### config.mk
export PLATFORM = sky130hd
export DESIGN_NAME = ddsl_top
export DESIGN_NICKNAME = d
export VERILOG_FILES = /design/src/rtl/ddsl_pkg.sv /design/src/rtl/ddsl_sync.sv /design/src/rtl/ddsl_top.sv
export SDC_FILE = /design/constraint.sdc
export NUM_CORES = 1
export LEC_CHECK = 0
export ABC_AREA = 1
export BUFFER_PORTS_ARGS = -buffer_cell sky130_fd_sc_hd__buf_2
export CELL_PAD_IN_SITES_DETAIL_PLACEMENT = 0
export CELL_PAD_IN_SITES_GLOBAL_PLACEMENT = 2
export CORE_MARGIN = 2
export CORE_UTILIZATION = 34
export CTS_CLUSTER_DIAMETER = 120
export DETAILED_ROUTE_END_ITERATION = 7
export PLACE_DENSITY_LB_ADDON = 0.08
export SYNTH_ARGS = -nofsm -noshare
export SYNTH_HDL_FRONTEND = slang
export SYNTH_SLANG_ARGS = --single-unit
### constraint.sdc
create_clock -name clk -period 3.33 [get_ports clk]
set_input_delay 0.999 -clock clk [delete_from_list [all_inputs] [get_ports clk]]
set_output_delay 0.999 -clock clk [all_outputs]
set_load 0.005 [all_outputs]
### src/rtl/ddsl_pkg.sv
// Purpose: Shared constants and types for the dual DAC serial load block
// Assumes: 16-bit command words, 12-bit unsigned DAC codes
// Notes:   Field positions follow the command word layout, MSB first
package ddsl_pkg;

   // ----------------------------------------------------------------
   // Word layout
   // ----------------------------------------------------------------
   localparam int WORD_BITS = 16;
   localparam int DATA_BITS = 12;
   localparam int CNT_BITS = 5;
   localparam int POS_TSEL_HIGH = 15;
   localparam int POS_SPEED = 14;
   localparam int POS_PDOWN = 13;
   localparam int POS_TSEL_LOW = 12;
   localparam int POS_DATA_MSB = 11;

   // Number of falling shift-clock edges in one complete word
   localparam logic [CNT_BITS-1:0] BITS_PER_WORD = 5'h10;

   // ----------------------------------------------------------------
   // Target select codes {high, low}
   // ----------------------------------------------------------------
   localparam logic [1:0] TSEL_DACB_BUF = 2'h0;
   localparam logic [1:0] TSEL_BUF_ONLY = 2'h1;
   localparam logic [1:0] TSEL_DACA_XFER = 2'h2;
   localparam logic [1:0] TSEL_RESERVED = 2'h3;

   // ----------------------------------------------------------------
   // Reset values
   // ----------------------------------------------------------------
   localparam logic [DATA_BITS-1:0] CODE_RESET = 12'h000;
   localparam logic [WORD_BITS-1:0] WORD_RESET = 16'h0000;
   localparam logic [CNT_BITS-1:0] CNT_RESET = 5'h00;

   // ----------------------------------------------------------------
   // Receive state machine, one-hot
   // ----------------------------------------------------------------
   typedef enum logic [2:0] {
      DDSL_IDLE  = 3'b001,
      DDSL_SHIFT = 3'b010,
      DDSL_DONE  = 3'b100
   } ddsl_state_t;

endpackage

### src/rtl/ddsl_sync.sv
// Purpose: Two-flop synchroniser for pins from outside the clock domain
// Assumes: Inputs are slow levels compared with clk
// Notes:   The first stage is read only by the second stage
`timescale 1ns/1ps

module ddsl_sync #(
   parameter int WIDTH = 1,
   parameter logic [WIDTH-1:0] RESET_VAL = '0
) (
   // Clock and reset
   input wire logic clk,
   input wire logic resetn,
   // Asynchronous levels in
   input wire logic [WIDTH-1:0] async_in,
   // Synchronised levels out
   output logic [WIDTH-1:0] sync_out
);

   logic [WIDTH-1:0] meta_reg;

   // Two stages to let metastability resolve before any logic looks
   always_ff @(posedge clk) begin
      if (!resetn) begin
         meta_reg <= RESET_VAL;
         sync_out <= RESET_VAL;
      end else begin
         meta_reg <= async_in;
         sync_out <= meta_reg;
      end
   end

endmodule

### src/rtl/ddsl_top.sv
// Purpose: Serial load logic of a dual 12-bit DAC
// Assumes: clk at 50 MHz, serial pins asynchronous to clk
// Notes:   Pins are oversampled, so the shift clock must stay well
//          below clk/4 for edges to be seen reliably
//
// Summary of operation
// - Chip select falling edge starts a word
// - Shift data in on shift-clock falls, MSB first
// - After sixteen bits, load the selected latch
// - Chip select rising also loads current contents
// - Control bits pick DAC A, B, buffer, control
// - Reset clears every latch to zero
// - Load on rising edge after sixteenth fall
// - DAC values are unsigned twelve-bit codes
// - Word is control bits then DAC value
// - Bits 15..12 control, 11..0 value MSB first
// - Codes: 00 B+buf, 01 buf, 10 A+buf-to-B
// - Speed bit picks fast; power-down overrides
`timescale 1ns/1ps

module ddsl_top (
   // Clock and reset
   input wire logic clk,
   input wire logic resetn,
   // Serial pins from the host
   input wire logic chip_select_n,
   input wire logic shift_clk,
   input wire logic serial_din,
   // Latched DAC state
   output logic [ddsl_pkg::DATA_BITS-1:0] dac_a_code,
   output logic [ddsl_pkg::DATA_BITS-1:0] dac_b_code,
   output logic [ddsl_pkg::DATA_BITS-1:0] buffer_code,
   // Control latch
   output logic fast_mode,
   output logic power_down,
   // Status
   output logic word_loaded,
   output logic busy
);

   // ----------------------------------------------------------------
   // State record
   // ----------------------------------------------------------------
   typedef struct packed {
      ddsl_pkg::ddsl_state_t fsm;
      logic cs_n_prev;
      logic sclk_prev;
      logic [ddsl_pkg::CNT_BITS-1:0] bit_cnt;
      logic [ddsl_pkg::WORD_BITS-1:0] shreg;
      logic [ddsl_pkg::DATA_BITS-1:0] dac_a;
      logic [ddsl_pkg::DATA_BITS-1:0] dac_b;
      logic [ddsl_pkg::DATA_BITS-1:0] buffer;
      logic fast;
      logic pdown;
      logic loaded;
   } ddsl_regs_t;

   ddsl_regs_t st_reg;
   ddsl_regs_t st_next;

   // ----------------------------------------------------------------
   // Pin synchronisation
   // ----------------------------------------------------------------
   logic [2:0] pins_sync;
   logic cs_n_s;
   logic sclk_s;
   logic din_s;

   // Select idles high so a reset never looks like a word start
   ddsl_sync #(
      .WIDTH(3),
      .RESET_VAL(3'h4)
   ) u_pin_sync (
      .clk(clk),
      .resetn(resetn),
      .async_in({chip_select_n, shift_clk, serial_din}),
      .sync_out(pins_sync)
   );

   assign cs_n_s = pins_sync[2];
   assign sclk_s = pins_sync[1];
   assign din_s = pins_sync[0];

   // ----------------------------------------------------------------
   // Edge detection on the synchronised pins
   // ----------------------------------------------------------------
   logic cs_fall;
   logic cs_rise;
   logic sclk_fall;
   logic sclk_rise;
   logic full_word;

   // Compare against the copy held one cycle back
   assign cs_fall = st_reg.cs_n_prev & ~cs_n_s;
   assign cs_rise = ~st_reg.cs_n_prev & cs_n_s;
   assign sclk_fall = st_reg.sclk_prev & ~sclk_s;
   assign sclk_rise = ~st_reg.sclk_prev & sclk_s;
   assign full_word = (st_reg.bit_cnt == ddsl_pkg::BITS_PER_WORD);

   // ----------------------------------------------------------------
   // Word decode into the latches
   // ----------------------------------------------------------------
   // Applies one received word to a copy of the state and returns it
   function automatic ddsl_regs_t apply_word(
      input ddsl_regs_t s,
      input logic [ddsl_pkg::WORD_BITS-1:0] w
   );
      logic [1:0] tsel;
      logic [ddsl_pkg::DATA_BITS-1:0] code;
      ddsl_regs_t r;
      r = s;
      tsel = {w[ddsl_pkg::POS_TSEL_HIGH],
              w[ddsl_pkg::POS_TSEL_LOW]};
      code = w[ddsl_pkg::POS_DATA_MSB:0];
      if (tsel == ddsl_pkg::TSEL_RESERVED) begin
         r.loaded = 1'b0;
      end else if (w[ddsl_pkg::POS_PDOWN]) begin
         // Power-down wins; the other fields are don't care
         r.pdown = 1'b1;
      end else begin
         r.pdown = 1'b0;
         r.fast = w[ddsl_pkg::POS_SPEED];
         case (tsel)
            ddsl_pkg::TSEL_DACB_BUF: begin
               r.dac_b = code;
               r.buffer = code;
            end
            ddsl_pkg::TSEL_BUF_ONLY: begin
               r.buffer = code;
            end
            ddsl_pkg::TSEL_DACA_XFER: begin
               // Old buffer moves to B in the same cycle A loads
               r.dac_a = code;
               r.dac_b = s.buffer;
            end
            default: begin
               r.buffer = s.buffer;
            end
         endcase
      end
      return r;
   endfunction

   // ----------------------------------------------------------------
   // Next-state logic
   // ----------------------------------------------------------------
   // Receive sequencing, shift register and latch updates
   always_comb begin
      st_next = st_reg;
      st_next.cs_n_prev = cs_n_s;
      st_next.sclk_prev = sclk_s;
      st_next.loaded = 1'b0;
      case (st_reg.fsm)
         ddsl_pkg::DDSL_IDLE: begin
            if (cs_fall) begin
               st_next.fsm = ddsl_pkg::DDSL_SHIFT;
               st_next.bit_cnt = ddsl_pkg::CNT_RESET;
               st_next.shreg = ddsl_pkg::WORD_RESET;
               // Select and first fall may land in one sample
               if (sclk_fall) begin
                  st_next.shreg = {ddsl_pkg::WORD_RESET[
                     ddsl_pkg::WORD_BITS-2:0], din_s};
                  st_next.bit_cnt = ddsl_pkg::CNT_RESET + 5'h01;
               end
            end
         end
         ddsl_pkg::DDSL_SHIFT: begin
            if (cs_rise) begin
               // Early end of frame loads what has arrived so far
               if (st_reg.bit_cnt != ddsl_pkg::CNT_RESET) begin
                  st_next = apply_word(st_next, st_reg.shreg);
                  st_next.loaded = 1'b1;
               end
               st_next.fsm = ddsl_pkg::DDSL_IDLE;
            end else if (full_word) begin
               if (sclk_rise) begin
                  st_next = apply_word(st_next, st_reg.shreg);
                  st_next.loaded = 1'b1;
                  st_next.fsm = ddsl_pkg::DDSL_DONE;
               end
            end else if (sclk_fall) begin
               // Two byte writes in one select fill one word
               st_next.shreg = {st_reg.shreg[
                  ddsl_pkg::WORD_BITS-2:0], din_s};
               st_next.bit_cnt = st_reg.bit_cnt + 5'h01;
            end
         end
         ddsl_pkg::DDSL_DONE: begin
            // Extra clocks after a full word are ignored
            if (cs_rise) begin
               st_next.fsm = ddsl_pkg::DDSL_IDLE;
            end
         end
         default: begin
            st_next.fsm = ddsl_pkg::DDSL_IDLE;
         end
      endcase
      // Reserved words report nothing loaded
      if (st_next.loaded && (st_next.dac_a == st_reg.dac_a) &&
          (st_next.dac_b == st_reg.dac_b) &&
          (st_next.buffer == st_reg.buffer) &&
          (st_next.fast == st_reg.fast) &&
          (st_next.pdown == st_reg.pdown) &&
          ({st_reg.shreg[ddsl_pkg::POS_TSEL_HIGH],
            st_reg.shreg[ddsl_pkg::POS_TSEL_LOW]} ==
           ddsl_pkg::TSEL_RESERVED)) begin
         st_next.loaded = 1'b0;
      end
   end

   // ----------------------------------------------------------------
   // State register
   // ----------------------------------------------------------------
   // Synchronous reset clears every latch to zero
   always_ff @(posedge clk) begin
      if (!resetn) begin
         st_reg.fsm <= ddsl_pkg::DDSL_IDLE;
         st_reg.cs_n_prev <= 1'b1;
         st_reg.sclk_prev <= 1'b0;
         st_reg.bit_cnt <= ddsl_pkg::CNT_RESET;
         st_reg.shreg <= ddsl_pkg::WORD_RESET;
         st_reg.dac_a <= ddsl_pkg::CODE_RESET;
         st_reg.dac_b <= ddsl_pkg::CODE_RESET;
         st_reg.buffer <= ddsl_pkg::CODE_RESET;
         st_reg.fast <= 1'b0;
         st_reg.pdown <= 1'b0;
         st_reg.loaded <= 1'b0;
      end else begin
         st_reg <= st_next;
      end
   end

   // ----------------------------------------------------------------
   // Outputs, all straight from flip-flops
   // ----------------------------------------------------------------
   assign dac_a_code = st_reg.dac_a;
   assign dac_b_code = st_reg.dac_b;
   assign buffer_code = st_reg.buffer;
   assign fast_mode = st_reg.fast;
   assign power_down = st_reg.pdown;
   assign word_loaded = st_reg.loaded;
   assign busy = st_reg.fsm[1]; // One-hot bit of the shift state

endmodule
==> reports/metrics.cfg <==
[placement]
gp_congestion = 0.762
dp_slack_ns = 0.992
io_buffers = 44
dp_hpwl_um = 5640

[worst_setup_path]
cpPeakStageDelay_ns = 0.69
crit_slowest_cell = o21ai_2
start_kind = flip-flop
crit_chain = inv_1 > ha_1 > nand3_2 > nand2_1 > nand2_1 > nand2_2 > o21ai_2 > nor2_1
end_kind = flip-flop
critPathTopFamily = simple AND/OR/NAND/NOR gates
ff2ff_path_depth = 8
critical_path_class = reg -> reg
crit_fanout = 38
timing.critical_path.mode_cell = nand2_1
worstPathArrival_ns = 2.52
required_ns = 3.55
critical_path_depth = 8
cp_num_buf_inv = 1

[timing]
layout_setup_ws_ns = 1.02
final-hold-violation-count = 0
timing.fmax_mhz = 433
rsz0062_at_grt = no
slew_headroom_pct = 55.0
period_minus_slack_ns = 2.31
fin_tns_setup_ns = 0
post-route-period-util_pct = 69.3
worst_pin_slew_ns = 0.673
drv_slew = 0
fin_skew_ns = 0.00700
setup_viol = 0

[finish]
layout_commonest_cell = nand2_1
diodes = 0
drive_gt1_share_pct = 16.2
most-common-layout-cells = nand2_1 (127), nor2_1 (72), dfxtp_1 (71)
area_growth_pct = 7.26
largest_reg_flops = 25
nNetsFinal = 520

[global_routing]
grt_pass1_vias = 2756
grt_usage_pct = 15.6
overflow = 0
grt_max_degree = 39
grt_pass1_wl_um = 13400
antenna_found_initial = 0

[pwr]
p_sw_share_pct = 34.4
pwr-share-clk_pct = 34.1
ir_drop_mv = 0.390
p_comb_share_pct = 27.1
power_leakage_nw = 1.84
power_mw = 2.50
seqPwrFrac_pct = 38.8
p_int_mw = 1.64
switching_power_uw = 859
power_per_cell_area_mw_per_mm2 = 665

[die]
fp.dieH_um = 105
ios = 45
row_count = 37
die-area_sq_mm = 0.0111
die_w_um = 105
core_sq_mm = 0.0101
initial_core_util_pct = 34.5

[logic_synthesis]
seq_area_frac_synth_pct = 40.6
syn_nets = 518
synth.avg_cell_area_sq_um = 6.85
synthCells = 511
syn_area_sq_mm = 0.00350
synth-seq-cells = 71
yosys_warnings = 0
ys_types = 28

[routing]
wirelength_um = 8160
post-route-drc-count = 0
wl_per_cell_um = 12.5
dr.pass1.iters = 4
antenna_left = 0
vias = 2889
drt_iter0_markers = 84
viasPerCell = 4.42

[clocking]
hold_buffers = 0
post-cts-setup-buffer-count = 0
clk_root_buffer_cell = clkbuf_8
insertion_delay_ns = 0.35
cts_resized = 0
clk_pin_slew_worst_paths_ns = 0.07
cts_buffer_depth = 2
cts_tree = done
cts_max_level = 3
cts_made_buffers = 9
cts_sinks = 71

[hold_path]
hold_path_class = reg -> reg
holdPathStages = 2

[job]
max_cap_viol_count = 0

[outcome]
status = finished clean

==> Yosys cell counts, drive strengths merged <==
master	number	area share, %
o21ai	22	3.3
or2	3	0.54
clkbuf	10	1.1
ha	2	0.72
a21boi	1	0.21
buf	48	11
clkinv	1	0.11
nand2	133	15
o22ai	12	2.1
inv	74	7.9
a21oi	5	0.82
nand3	50	7.7
dfxtp	71	41
nor2	73	7.9
and3	1	0.18
nand4	5	1.1
==> final timing paths <==
check,from,to,slack (ns)
max,st_reg[55],st_reg[45],1.02
min,u_pin_sync.meta_reg[0],u_pin_sync.sync_out[0],0.42
max reg2reg,st_reg[55],st_reg[45],1.02
min reg2reg,u_pin_sync.meta_reg[0],u_pin_sync.sync_out[0],0.42
==> logic make-up (layout without fill, tap and decap cells) <==
family,Yosys count,after routing,share of synthesized area [%]
AOI/OAI and AO/OA,40,40,6.44
and+or+nand+nor,265,265,32.2
adders and majority gates,2,2,0.715
buffers and inverters,133,140,20.0
DFF,71,71,40.6
==> metrics by stage <==
stage	cell area [sq um]	std cells	hold slack [ns]	util, %
after floorplan	3500	511	0.390	-
after global placement	3510	638	0.398	34.6
after detailed placement	3510	638	0.401	34.6
after CTS	3750	654	0.420	37.0
after global routing	3750	654	0.451	37.0
final	3750	654	0.416	37.0
==> final cells by class <==
class / count / area (sq um)
Multi-Input combinational cell: 307 / 1380
Inverter: 75 / 282
Tap cell: 136 / 170
Clock buffer: 10 / 138
Clock inverter: 6 / 108
Fill cell: 1164 / 6390
Timing Repair Buffer: 49 / 258
Sequential cell: 71 / 1420
==> metal layers <==
layer	part of all wire, %	global-route usage, %
met5	0	0
met4	1.7	7.62
met3	3.6	3.09
met2	48	26.5
met1	47	18.8
==> power by group through the flow <==
stage	Combinational, mW	Clock, mW	Sequential (mW)
2_1_floorplan	0.615	0	0.976
3_3_place_gp	0.685	0	0.988
3_5_place_dp	0.686	0	0.990
4_1_cts	0.691	0.879	0.970
5_1_grt	0.792	0.917	0.978
6_report	0.677	0.850	0.970
==> worst register-to-register path, cell delays in order (launching register included) <==
cell	delay (ns)
dfxtp_1	0.42
inv_1	0.07
ha_1	0.22
nand3_2	0.09
nand2_1	0.08
nand2_1	0.09
nand2_2	0.39
o21ai_2	0.69
nor2_1	0.12
Note: power is estimated with default switching activity, not from simulation.
